## config.mk

```make
export PLATFORM = sky130hd
export DESIGN_NAME = clock_mode_reset_sequencer
export DESIGN_NICKNAME = d
export VERILOG_FILES = /design/src/clock_seq_pkg.sv /design/src/clock_mode_reset_sequencer.sv
export SDC_FILE = /design/constraint.sdc
export NUM_CORES = 1
export LEC_CHECK = 0
export BUFFER_PORTS_ARGS = -buffer_cell sky130_fd_sc_hd__buf_2
export CAP_MARGIN = 20
export CORE_ASPECT_RATIO = 2
export CORE_UTILIZATION = 50
export CTS_CLUSTER_DIAMETER = 120
export DETAILED_ROUTE_END_ITERATION = 6
export PLACE_DENSITY = 0.83
export SLEW_MARGIN = 20
export SYNTH_ARGS = -nofsm -noshare
export SYNTH_HDL_FRONTEND = slang
export SYNTH_SLANG_ARGS = --single-unit
```

## constraint.sdc

```tcl
create_clock -name mclk -period 2.25 [get_ports mclk]
set_input_delay 0.3375 -clock mclk [delete_from_list [all_inputs] [get_ports mclk]]
set_output_delay 0.3375 -clock mclk [all_outputs]
set_load 0.03 [all_outputs]
```

## src/clock_seq_pkg.sv

```systemverilog
package clock_seq_pkg;
    // ==========================================
    // Timing figures, in input clock periods except BOOT_SYS_CYCLES, in system cycles
    localparam int PLL_LOCK_PERIODS = 131072;
    localparam int OLD_LOCK_PERIODS = 4096;
    localparam int WD_RESET_PERIODS = 512;
    localparam int BUS_VALID_PERIODS = 32;
    localparam int WARM_RESET_MIN_PERIODS = 8;
    localparam int STABLE_CLOCK_MIN_PERIODS = 8;
    localparam int STRAP_HOLD_PERIODS = 16;
    localparam int BOOT_SYS_CYCLES = 1260;
    localparam int BOOT_PIN_HOLD_PERIODS = 2520;
    // Input clock cycles for the boot delay (system clock is half input)
    localparam int BOOT_INPUT_CYCLES = BOOT_SYS_CYCLES * 2;

    // ==========================================
    // Register offsets and reset values
    localparam logic [3:0] ADDR_MULT = 4'h0;
    localparam logic [3:0] ADDR_INTF_CFG = 4'h1;
    localparam logic [3:0] ADDR_STATUS = 4'h2;
    localparam logic [3:0] ADDR_WDOG = 4'h3;
    localparam logic [3:0] ADDR_BOOT = 4'h4;
    localparam logic [3:0] MULT_RESET = 4'h0;
    localparam logic TIMING_DIV_RESET = 1'b1;
    localparam logic CLKOUT_DIV_RESET = 1'b1;
    localparam int TIMING_DIV_BIT = 0;
    localparam int CLKOUT_DIV_BIT = 1;

    // ==========================================
    // Clock path modes
    typedef enum logic [1:0] {
        MODE_DISABLED = 2'b00,
        MODE_BYPASS = 2'b01,
        MODE_ENABLED = 2'b10
    } clock_mode_t;

    // Reset sequencing states
    typedef enum logic [2:0] {
        SEQ_HOLD = 3'b000,
        SEQ_BUS_WAIT = 3'b001,
        SEQ_BOOT_WAIT = 3'b010,
        SEQ_RUN = 3'b011,
        SEQ_WD_RESET = 3'b100
    } seq_state_t;
endpackage : clock_seq_pkg

```

## src/clock_mode_reset_sequencer.sv

```systemverilog
// Behaviour
// - A low PLL disable strap at reset shuts the PLL off and passes the input clock straight through.
// - Without the disable strap the block powers up in bypass, system clock at half the input.
// - Without the disable strap a non-zero multiplier write enables the PLL; input times n over two is modelled at input rate.
// - After enabling or reprogramming, lock is reported within 131072 input periods.
// - A watchdog reset drives the reset pin low for 512 input periods.
// - The external bus is valid 32 input periods after the reset pin goes high.
// - Both divide bits reset to one, so the clock output is the system clock over four.
// - The boot sequence waits 1260 system cycles at half input rate before sampling boot pins.
// - The sampled boot pins choose a memory destination or a boot function.
// - The fastest clock output, with both divide bits clear, toggles every input period in every clock mode.
`timescale 1ns/1ps
`default_nettype none
module clock_mode_reset_sequencer #(
    parameter int MULT_WIDTH = 4,
    parameter int BOOT_WIDTH = 4,
    parameter int LOCK_PERIODS = clock_seq_pkg::PLL_LOCK_PERIODS,
    parameter int WD_PERIODS = clock_seq_pkg::WD_RESET_PERIODS,
    parameter int BUS_PERIODS = clock_seq_pkg::BUS_VALID_PERIODS,
    parameter int BOOT_PERIODS = clock_seq_pkg::BOOT_INPUT_CYCLES
) (
    input wire logic mclk,
    input wire logic reset,
    input wire logic pllDisablePin_n,
    input wire logic processorModePin,
    input wire logic [BOOT_WIDTH-1:0] bootModePins,
    input wire logic watchdogReset,
    input wire logic [3:0] address,
    input wire logic [15:0] writeData,
    input wire logic writeStrobe,
    input wire logic readStrobe,
    output logic [15:0] readData,
    output logic [1:0] clockMode,
    output logic [MULT_WIDTH-1:0] multiplier,
    output logic pllLocked,
    output logic systemClockEnable,
    output logic clockOutputPin,
    output logic externalResetOut_n,
    output logic externalResetOe_n,
    output logic busValid,
    output logic bootSampled,
    output logic bootToMemory,
    output logic [BOOT_WIDTH-1:0] bootFunction,
    output logic processorMode
);
    // ==========================================
    // Pin synchronisers
    logic [1:0] disSync;
    logic [1:0] pmSync;
    logic [1:0] wdSync;
    logic [1:0] rstPinSync;
    logic [BOOT_WIDTH-1:0] bootSync1;
    logic [BOOT_WIDTH-1:0] bootSync2;

    // Every strap and the watchdog request come from the board or another block.
    // They may change at any time relative to mclk, so each passes two flops.
    // The device's own reset output, not the pin, is read back through the same kind of chain.
    // This keeps one sampling point for the sequencer, but a low driven by the board is not seen.
    // The cost is two cycles of latency on every pin, which the sequence absorbs.
    // No logic may tap the first stage; it can still be settling.

    // Two flops on every pin; only stage two is read by logic
    always_ff @(posedge mclk) begin
        disSync <= {disSync[0], pllDisablePin_n};
        pmSync <= {pmSync[0], processorModePin};
        wdSync <= {wdSync[0], watchdogReset};
        rstPinSync <= {rstPinSync[0], externalResetOut_n};
        bootSync1 <= bootModePins;
        bootSync2 <= bootSync1;
    end

    // ==========================================
    // State and registers
    clock_seq_pkg::seq_state_t state;
    clock_seq_pkg::seq_state_t next_state;
    logic [17:0] count;
    logic [17:0] lockCount;
    logic strapDisabled;
    logic timingDiv;
    logic clockOutDiv;
    logic [1:0] sysPhase;
    logic [2:0] outCount;
    logic pinReleased;

    // ==========================================
    // Register decode
    // Map, in words of 16 bits:
    //   0  multiplier n, low bits; zero selects bypass
    //   1  divide bits: bit 0 timing divide, bit 1 clock-out divide
    //   2  status: bus valid, locked, running, strap disabled, mode
    //   3  write bit 0 high to start a software watchdog reset
    //   4  boot result: to-memory flag above the sampled pins
    // Unmapped addresses read as zero and ignore writes.
    // Decoding is kept in named wires so the flops below stay short.
    wire writeMult = writeStrobe && (address == clock_seq_pkg::ADDR_MULT);
    wire writeCfg = writeStrobe && (address == clock_seq_pkg::ADDR_INTF_CFG);
    wire writeWdog = writeStrobe && (address == clock_seq_pkg::ADDR_WDOG);
    wire wdEvent = wdSync[1] || (writeWdog && writeData[0]);
    wire [MULT_WIDTH-1:0] newMult = writeData[MULT_WIDTH-1:0];
    wire [15:0] statusWord = {10'h000, busValid, pllLocked, state == clock_seq_pkg::SEQ_RUN,
        strapDisabled, clockMode};
    wire [15:0] bootWord = {{(15 - BOOT_WIDTH){1'b0}}, bootToMemory, bootFunction};
    wire [15:0] readMux =
        (address == clock_seq_pkg::ADDR_MULT) ? {{(16 - MULT_WIDTH){1'b0}}, multiplier} :
        (address == clock_seq_pkg::ADDR_INTF_CFG) ? {14'h0000, clockOutDiv, timingDiv} :
        (address == clock_seq_pkg::ADDR_STATUS) ? statusWord :
        (address == clock_seq_pkg::ADDR_BOOT) ? bootWord : 16'h0000;

    // Read data stands only in the cycle after the strobe
    always_ff @(posedge mclk) begin
        if (reset) begin
            readData <= 16'h0000;
        end else begin
            readData <= readStrobe ? readMux : 16'h0000;
        end
    end

    // ==========================================
    // Strap capture and clock mode selection
    // Strap is caught in the first hold cycle after reset or a watchdog reset, once its synchroniser has settled
    always_ff @(posedge mclk) begin
        if (reset) begin
            strapDisabled <= 1'b0;
        end else if (state == clock_seq_pkg::SEQ_HOLD && count == 18'h0_0000) begin
            strapDisabled <= !disSync[1];
        end
    end

    // The strap is the only way into the disabled mode.
    // Software cannot leave it either: multiplier writes are dropped.
    // This keeps the straight-through path free of a half-programmed PLL.

    // Multiplier register; zero means bypass
    always_ff @(posedge mclk) begin
        if (reset) begin
            multiplier <= MULT_WIDTH'(clock_seq_pkg::MULT_RESET);
        end else if (writeMult && !strapDisabled) begin
            multiplier <= newMult;
        end
    end

    // Disabled ignores the multiplier; zero selects bypass
    assign clockMode = strapDisabled ? 2'(clock_seq_pkg::MODE_DISABLED) :
        (multiplier != '0) ? 2'(clock_seq_pkg::MODE_ENABLED) :
        2'(clock_seq_pkg::MODE_BYPASS);

    // Lock is only modelled as a bounded wait after each change.
    // A rewrite during the wait restarts it, so software always sees the full time.
    // Outside the enabled mode there is nothing to lock, so the flag reads high.

    // Lock counter restarts on every accepted multiplier write
    always_ff @(posedge mclk) begin
        if (reset) begin
            lockCount <= 18'h0_0000;
            pllLocked <= 1'b0;
        end else if (writeMult && !strapDisabled) begin
            lockCount <= 18'h0_0000;
            pllLocked <= (newMult == '0);
        end else if (clockMode != 2'(clock_seq_pkg::MODE_ENABLED)) begin
            pllLocked <= 1'b1;
        end else if (!pllLocked) begin
            lockCount <= lockCount + 18'h0_0001;
            pllLocked <= (lockCount == 18'(LOCK_PERIODS - 1));
        end
    end

    // ==========================================
    // System clock enable and output divider
    // Full rate only when disabled (straight through) or PLL running
    always_ff @(posedge mclk) begin
        if (reset) begin
            sysPhase <= 2'b00;
        end else begin
            sysPhase <= sysPhase + 2'b01;
        end
    end
    // Multiplied rate is modelled at input rate; true multiplication is analogue
    assign systemClockEnable = (clockMode == 2'(clock_seq_pkg::MODE_BYPASS)) ? sysPhase[0] : 1'b1;

    // Divide bits reset to one
    always_ff @(posedge mclk) begin
        if (reset) begin
            timingDiv <= clock_seq_pkg::TIMING_DIV_RESET;
            clockOutDiv <= clock_seq_pkg::CLKOUT_DIV_RESET;
        end else if (writeCfg) begin
            timingDiv <= writeData[clock_seq_pkg::TIMING_DIV_BIT];
            clockOutDiv <= writeData[clock_seq_pkg::CLKOUT_DIV_BIT];
        end
    end

    // The output period is the system period times one, two or four.
    // A half period is therefore half, one or two system cycles.
    // Two cycles need a small counter; one cycle toggles on every system tick.
    // Half a system cycle is only possible in bypass, where two input edges make one system cycle.
    // Limitation: at full rate with both bits clear the pin runs at half the system clock.
    wire [2:0] halfLimit = (timingDiv && clockOutDiv) ? 3'b001 : 3'b000;
    wire outTick = (!timingDiv && !clockOutDiv) || systemClockEnable;

    // Output toggles after the chosen number of system cycles
    always_ff @(posedge mclk) begin
        if (reset) begin
            outCount <= 3'b000;
            clockOutputPin <= 1'b0;
        end else if (outTick) begin
            if (outCount >= halfLimit) begin
                outCount <= 3'b000;
                clockOutputPin <= !clockOutputPin;
            end else begin
                outCount <= outCount + 3'b001;
            end
        end
    end

    // ==========================================
    // Reset sequence
    // Hold waits for the device's own reset output to read back high, then the bus delay runs.
    // The boot delay follows, and the boot pins are sampled as it ends.
    // A watchdog event from any other state drives the pin low for a fixed time.
    // It then returns to hold, so the whole sequence runs again.
    // All delays count input periods, since mclk stands for the input clock.
    // The boot delay is given in system cycles at half rate, hence twice as many input periods.

    // Next state; a watchdog event overrides every move except in watchdog reset
    always_comb begin
        next_state = state;
        case (state)
            clock_seq_pkg::SEQ_HOLD: begin
                if (pinReleased) next_state = clock_seq_pkg::SEQ_BUS_WAIT;
            end
            clock_seq_pkg::SEQ_BUS_WAIT: begin
                if (count == 18'(BUS_PERIODS - 1)) next_state = clock_seq_pkg::SEQ_BOOT_WAIT;
            end
            clock_seq_pkg::SEQ_BOOT_WAIT: begin
                if (count == 18'(BOOT_PERIODS - 1)) next_state = clock_seq_pkg::SEQ_RUN;
            end
            clock_seq_pkg::SEQ_RUN: begin
                next_state = clock_seq_pkg::SEQ_RUN;
            end
            clock_seq_pkg::SEQ_WD_RESET: begin
                if (count == 18'(WD_PERIODS - 1)) next_state = clock_seq_pkg::SEQ_HOLD;
            end
            default: next_state = clock_seq_pkg::SEQ_HOLD;
        endcase
        if (wdEvent && state != clock_seq_pkg::SEQ_WD_RESET) next_state = clock_seq_pkg::SEQ_WD_RESET;
    end

    // Own reset output read back; a board driver holding the pin low is not seen
    assign pinReleased = rstPinSync[1];

    always_ff @(posedge mclk) begin
        if (reset) begin
            state <= clock_seq_pkg::SEQ_HOLD;
            count <= 18'h0_0000;
        end else begin
            state <= next_state;
            count <= (next_state != state) ? 18'h0_0000 : count + 18'h0_0001;
        end
    end

    // The pin is shared with the board's reset driver.
    // Only a low is ever driven; a pull-up on the board supplies the high.
    // A board that holds the pin low does not keep the sequence in hold.

    // Open-drain reset pin: enable low drives it low during watchdog reset
    assign externalResetOut_n = (state != clock_seq_pkg::SEQ_WD_RESET) && !reset;
    assign externalResetOe_n = !(state == clock_seq_pkg::SEQ_WD_RESET);

    // Bus valid once the post-release delay has passed
    always_ff @(posedge mclk) begin
        if (reset) begin
            busValid <= 1'b0;
        end else begin
            busValid <= (next_state == clock_seq_pkg::SEQ_BOOT_WAIT) || (next_state == clock_seq_pkg::SEQ_RUN);
        end
    end

    // The processor mode is caught as the pin is released, inside its hold time.
    // The boot pins are caught once, at the end of the boot delay.
    // Board changes after that point do not reach the result.
    // All pins high selects memory; any other pattern names a boot function.

    // Processor mode sampled at pin release, boot pins at the end of the boot wait
    always_ff @(posedge mclk) begin
        if (reset) begin
            bootSampled <= 1'b0;
            bootToMemory <= 1'b0;
            bootFunction <= '0;
            processorMode <= 1'b0;
        end else if (state == clock_seq_pkg::SEQ_HOLD && pinReleased) begin
            processorMode <= pmSync[1];
            bootSampled <= 1'b0;
        end else if (state == clock_seq_pkg::SEQ_BOOT_WAIT && next_state == clock_seq_pkg::SEQ_RUN) begin
            bootSampled <= 1'b1;
            bootToMemory <= (bootSync2 == '1);
            bootFunction <= bootSync2;
        end else if (state == clock_seq_pkg::SEQ_WD_RESET) begin
            bootSampled <= 1'b0;
        end
    end
endmodule : clock_mode_reset_sequencer
`default_nettype wire

```

==> results.py, run 1 <==
metrics = {
    "global_routing": {
        "grt_max_degree": 29,
        "overflow": 0,
        "grt_pass1_wl_mm": 11.8,
        "antenna_found_initial": 0,
        "first_global_vias": 2748,
        "groute.usage.overall_pct": 21.9,
    },
    "sta": {
        "hold_viol": 0,
        "max-slew-margin-rel_pct": 46.0,
        "fmax_ghz": 0.458,
        "tightest_slew_ns": 0.803,
        "setup_viol": 0,
        "rsz0062_at_grt": "false",
        "post-route-min-period_ns": 2.18,
        "finClkSkew_ns": 0.00668,
        "drv_slew": 0,
        "fin_crit_sh_pct": 97.0,
    },
    "floorplanning": {
        "ios": 66,
        "core_um2": 6620,
        "rows": 42,
        "die_area_um2": 7250,
        "die_h_um": 119,
        "initial_utilization_pct": 52.1,
        "die_w_um": 60.7,
    },
    "critical_path": {
        "max_stage_delay_ns": 0.42,
        "crit_type": "reg -> out",
        "startpoint_type": "flop",
        "slowest_stage": "or3b_1",
        "cp_num_buf_inv": 3,
        "cpMostUsedCell": "buf_4",
        "worst-endpoint-required_ns": 1.91,
        "crit_path_end_kind": "output port",
        "cp_cell_sequence": "buf_4 > or3b_1 > buf_4 > nor2b_1 > buf_2",
        "cp_top_family": "buffers and inverters",
        "cp_max_fo": 7,
        "worst_ep_arrival_time_ns": 1.85,
    },
    "drt": {
        "route.final.wire_length_mm": 7.23,
        "wire_per_inst_um": 13.9,
        "avgViaCountPerCell": 5.37,
        "vias": 2792,
        "drtPass1Iterations": 5,
        "ant_nets": 0,
        "route.detailed.drc": 0,
        "drtIter0Drc": 170,
    },
    "clocking": {
        "clock-sinks": 82,
        "cts.clk_slew.worst_paths_ns": 0.06,
        "cts.path.max_buffers": 2,
        "cts_inserted_buffers": 9,
        "htreeDepth": 3,
        "clkLatencyLatePin_ns": 0.34,
        "root_buffer": "clkbuf_16",
        "cts_hold_buf": 0,
        "cts_tree": "done",
    },
    "placement": {
        "hpwlAfterDp_mm": 5.33,
        "gp_congestion": 0.853,
        "portBuffers": 43,
        "place_area_um2": 3780,
        "placedCellCount": 507,
    },
    "layout": {
        "fill_cells": 557,
        "num-nets-final": 467,
        "final_cell_count_no_fill": 520,
        "layout-drive-gt1-share_pct": 19.0,
        "syn_to_final_growth_pct": 18.0,
        "antenna_cells": 0,
        "final_area_um2": 4070,
    },
    "synth": {
        "syn_area_um2": 3450,
        "synth-edff-count": 0,
        "synth_flop_cell": "dfxtp_1",
        "synth-warning-count": 0,
        "synth.distinct_cells": 56,
        "synth_top_cell_by_area": "dfxtp_1",
        "synth_cells": 374,
        "synth-seq-area-share_pct": 47.6,
        "synth_async_sr_flop_share_pct": 0,
        "ys_ff_latch": 82,
        "synth.avg_cell_area_um2": 9.22,
        "synth_top_area_share_pct": 47.6,
        "synth.area.top_cells": "dfxtp_1 48%, nor2_1 6.7%, xor2_1 4.8%, mux2i_1 3.2%, xnor2_1 2.8%",
    },
    "flow_run": {
        "drv_cap": 0,
    },
    "outcome": {
        "status": "finished clean",
    },
    "power": {
        "ir_worst_vdd_mv": 0.397,
        "p_per_area_nw_per_um2": 755,
        "power_mw": 3.07,
        "cellLeakagePower_nw": 1.69,
    },
    "min_path": {
        "hold_path.class": "in -> reg",
    },
}
==> worst register-to-register path: stages (launching register included) <==
cell	delay [ns]
dfxtp_1	0.37
ha_1	0.19
nand2_1	0.09
nor4b_4	0.27
a41oi_2	0.18
or3b_1	0.45
buf_4	0.19
mux2i_1	0.16
nor2_1	0.05
==> cells in the final DEF, fill, tap and decap left out, types with 2 or more instances in the layout <==
master / count
or3b_1: 3
and3_1: 7
or4_1: 4
buf_4: 17
nand2b_1: 5
buf_2: 43
or3_1: 4
nand2_1: 22
and4_1: 2
inv_1: 12
conb_1: 10
and2_1: 4
mux2i_1: 11
xnor2_1: 11
nor2b_1: 2
a222oi_1: 3
nand4_1: 7
o21ai_0: 5
dfxtp_1: 82
nand3_1: 17
xor2_1: 19
nor4_1: 4
nor2_1: 62
clkbuf_16: 9
ha_1: 5
nor4b_1: 3
nor3_1: 12
mux2_2: 2
a21oi_1: 13
a211oi_1: 2
==> routing by layer <==
layer	share of wire (%)	vias up	track usage, %
met5	0	-	0
met4	3.6	0	14.3
met3	3.2	21	5.97
met2	56	64	38.2
met1	37	1324	21.2
li1	-	1383	-
==> power breakdown <==
part / switching [mW] / internal (mW) / leakage (nW)
clock: 0.509 / 0.749 / 0.123
combinational: 0.182 / 0.103 / 0.899
sequential: 0.0326 / 1.49 / 0.669
==> path summary, 6_finish.rpt <==
check,start,endpoint,slack [ns],cells after the start
worst max-delay path,state[1],externalResetOut_n,0.07,5
worst min-delay path,pllDisablePin_n,disSync[0],0.10,1
worst max register to register,count[0],bootFunction[2],0.17,8
worst min register to register,bootSync1[3],bootSync2[3],0.32,0
==> area by class of cell <==
type / instances / area (um2) / share of cell area, %
sequential: 82 / 1640 / 40.4
tap: 88 / 110 / 2.71
clock inverter: 1 / 5.00 / 0.123
multi-input combinational: 265 / 1660 / 40.8
inverter: 12 / 45.0 / 1.11
clock buffer: 11 / 243 / 5.97
timing repair buffer: 61 / 363 / 8.92
==> sequential cells by signal, summed over array words and instances (netlist names), 2 cells and up <==
register      count
count            18
lockCount        18
readData          6
bootFunction      4
bootSync1         4
bootSync2         4
multiplier        4
outCount          3
state             3
disSync           2
pmSync            2
rstPinSync        2
wdSync            2
==> cell usage after synthesis (all sizes together), types with 3 or more instances <==
cell type and instances:
nand2 22, nand4 7, o21ai 6, xnor2 11
or3 4, nor2 62, a21oi 14, and2 4
xor2 19, a222oi 3, dfxtp 82, nor4b 5
buf 18, or3b 3, inv 12, mux2i 11
nand3 17, nor4 5, nand2b 5, or4 4
clkbuf 6, and3 7, ha 5, nor3 13
==> cells by family (layout without fill, tap and decap cells) <==
group / after synthesis / in the layout / share of synthesized area (%)
other: 1 / 10 / 0.109
adder cells (fa/ha/maj): 5 / 5 / 1.81
buffers and inverters: 36 / 85 / 5.91
flip-flops: 82 / 82 / 47.6
XOR/XNOR: 30 / 30 / 7.62
multiplexers: 13 / 13 / 3.85
AND/OR/NAND/NOR: 170 / 170 / 25.5
AO/OA/AOI/OAI: 37 / 37 / 7.62
==> per-stage QoR <==
stage	util (%)	setup WS (ns)	hold WS, ns	setup TNS, ns
finish	61.4	0.0669	0.102	0
global route	61.4	0.0140	0.0918	0
CTS	60.9	0.0335	0.0909	0
detailed placement	57.0	-0.0948	0.313	-1.22
global placement	57.0	-0.0499	0.311	-0.770
floorplan	-	0.141	0.310	0
==> repair_timing <==
item,in CTS,in global routing
setup endpoints to repair,18,19
setup buffers,0,1
gates resized for setup,1,2
pin swaps,0,1
endpoints found under the hold margin,0,0
Note: power is estimated with default switching activity, not from simulation.
==> inputs of run 2 (changes only) <==
--- a/config.mk
+++ b/config.mk
@@ -8,6 +8,7 @@
 export BUFFER_PORTS_ARGS = -buffer_cell sky130_fd_sc_hd__buf_2
 export CAP_MARGIN = 20
 export CORE_ASPECT_RATIO = 2
+export CORE_MARGIN = 2
 export CORE_UTILIZATION = 50
 export CTS_CLUSTER_DIAMETER = 120
 export DETAILED_ROUTE_END_ITERATION = 6
==> run 2 against run 1 <==
Against the previous run:
- sequential power hardly changed
- highest routed layer unchanged
- combinational power rose by 4%
- critical endpoint unchanged
- design area increased by 2.3%
- sequential share of layout area is 0.92 points lower
- core utilization grew 0.94 points
- largest cell class unchanged
- critical path type unchanged
- sequential cell count stayed put
- first-iteration DRC count rose by 71%
- largest power group is now clock
==> results.py, run 2 (synthesis results as in run 1) <==
metrics = {
    "outcome": {
        "status": "finished clean",
    },
    "power": {
        "cellLeakagePower_nw": 1.74,
        "p_per_area_nw_per_um2": 818,
        "ir_worst_vdd_mv": 0.606,
    },
    "floorplanning": {
        "rows": 42,
        "ios": 66,
        "die_h_um": 121,
        "die_area_um2": 7620,
        "die_w_um": 62.7,
        "core_um2": 6670,
        "initial_utilization_pct": 51.7,
    },
    "drt": {
        "route.detailed.drc": 0,
        "avgViaCountPerCell": 5.42,
        "drtIter0Drc": 290,
        "route.final.wire_length_mm": 7.92,
        "ant_nets": 0,
        "vias": 2858,
        "wire_per_inst_um": 15.0,
        "drtPass1Iterations": 4,
    },
    "critical_path": {
        "r2r_setup_slack_ns": 0.16,
        "crit_type": "reg -> out",
        "cp_max_fo": 6,
        "cpMostUsedCell": "buf_4",
        "crit_path_end_kind": "output port",
        "cp_cell_sequence": "buf_4 > or3b_1 > buf_4 > nor2b_1 > buf_2",
        "r2r_cells": 7,
        "worst_ep_arrival_time_ns": 1.77,
        "worst-endpoint-required_ns": 1.91,
        "max_stage_delay_ns": 0.40,
        "startpoint_type": "flop",
        "r2r_end": "bootFunction[3]",
        "r2r-start": "count[9]",
        "slowest_stage": "or3b_1",
    },
    "layout": {
        "antenna_cells": 0,
        "utilization_pct": 62.4,
        "syn_to_final_growth_pct": 20.7,
        "multiInputGateArea_um2": 1650,
        "layout-drive-gt1-share_pct": 20.7,
        "final_cell_count_no_fill": 527,
        "regArea_um2": 1640,
        "reg_top3": "count x18, lockCount x18, readData x6",
        "fill_cells": 554,
        "final_area_um2": 4160,
        "num-nets-final": 470,
        "layout_common_cells": "82 x dfxtp_1, 62 x nor2_1, 43 x buf_2",
        "final_common_cell": "dfxtp_1",
    },
    "placement": {
        "portBuffers": 43,
        "hpwlAfterDp_mm": 5.87,
        "gp_congestion": 0.868,
        "place_ws_ns": -0.0989,
        "place_area_um2": 3800,
        "placedCellCount": 510,
    },
    "clocking": {
        "cts.path.max_buffers": 2,
        "cts.clk_slew.worst_paths_ns": 0.06,
        "cts_inserted_buffers": 9,
        "clkLatencyLatePin_ns": 0.34,
        "clock-sinks": 82,
        "root_buffer": "clkbuf_16",
        "htreeDepth": 3,
        "cts_tree": "done",
    },
    "global_routing": {
        "overflow": 0,
        "grt_max_degree": 29,
        "first_global_vias": 2934,
        "groute.usage.overall_pct": 22.0,
        "grt_pass1_wl_mm": 13.0,
        "antenna_found_initial": 0,
    },
    "sta": {
        "holdWs_ns": 0.0976,
        "max-slew-margin-rel_pct": 42.2,
        "fmax_ghz": 0.473,
        "tightest_slew_ns": 0.855,
        "fin_crit_sh_pct": 93.9,
        "post-route-min-period_ns": 2.11,
        "hold_viol": 0,
        "finClkSkew_ns": 0.00645,
        "drv_slew": 0,
        "rsz0062_at_grt": "false",
        "setup_ws_ns": 0.138,
        "setup_viol": 0,
    },
    "min_path": {
        "whs_path_depth": 1,
        "min_to": "bootSync1[2]",
        "worstHoldStart": "bootModePins[2]",
        "hold_path.class": "in -> reg",
    },
    "flow_run": {
        "drv_cap": 0,
    },
}
run 2: through the flow:
stage	total power, mW	TNS (ns)
3_3_place_gp	1.83	-0.233
3_5_place_dp	1.84	-1.18
4_1_cts	3.42	0
5_1_grt	3.52	0
2_1_floorplan	1.76	0
6_report	3.41	0
run 2: power breakdown:
group / switching, mW / total [mW] / internal (mW)
Combinational: 0.189 / 0.296 / 0.107
Clock: 0.583 / 1.59 / 1.00
Sequential: 0.0314 / 1.52 / 1.49
run 2: final cells by class:
| cell class | count | area share (%) |
|---|---|---|
| Timing Repair Buffer | 64 | 9.26 |
| Sequential cell | 82 | 39.4 |
| Clock buffer | 10 | 5.74 |
| Tap cell | 88 | 2.65 |
| Inverter | 12 | 1.08 |
| Clock inverter | 6 | 2.13 |
| Multi-Input combinational cell | 265 | 39.7 |
run 2: worst max-delay path by stage:
stage,from,to,slack [ns]
after floorplan,state[2],count[10],0.14
after global placement,count[1],count[6],-0.02
after detailed placement,address[2],count[4],-0.1
after CTS,multiplier[3],systemClockEnable,0.09
after global routing,count[1],bootFunction[3],0.06
final,state[1],externalResetOut_n,0.14
run 2: repair_timing:
action	in CTS	in global routing
buffers inserted	0	1
resized for setup	1	2
endpoints found under the setup margin	18	20
cloned	0	0
hold buffers	0	0
pin swaps	0	1
hold endpoints to repair	0	0
run 2: metal layers:
layer	GRT usage, %	part of all wire, %	wire [um]
met1	20.9	35	2760
met2	41.0	56	4440
met3	5.38	4.1	328
met4	14.4	4.9	390
met5	0	0	0
run 2: worst max-delay path: cells and delay by family, from the launching register on:
family,cells,cell delay (ns)
AND/OR/NAND/NOR,2,0.53
flip-flops,1,0.35
buffers and inverters,3,0.55
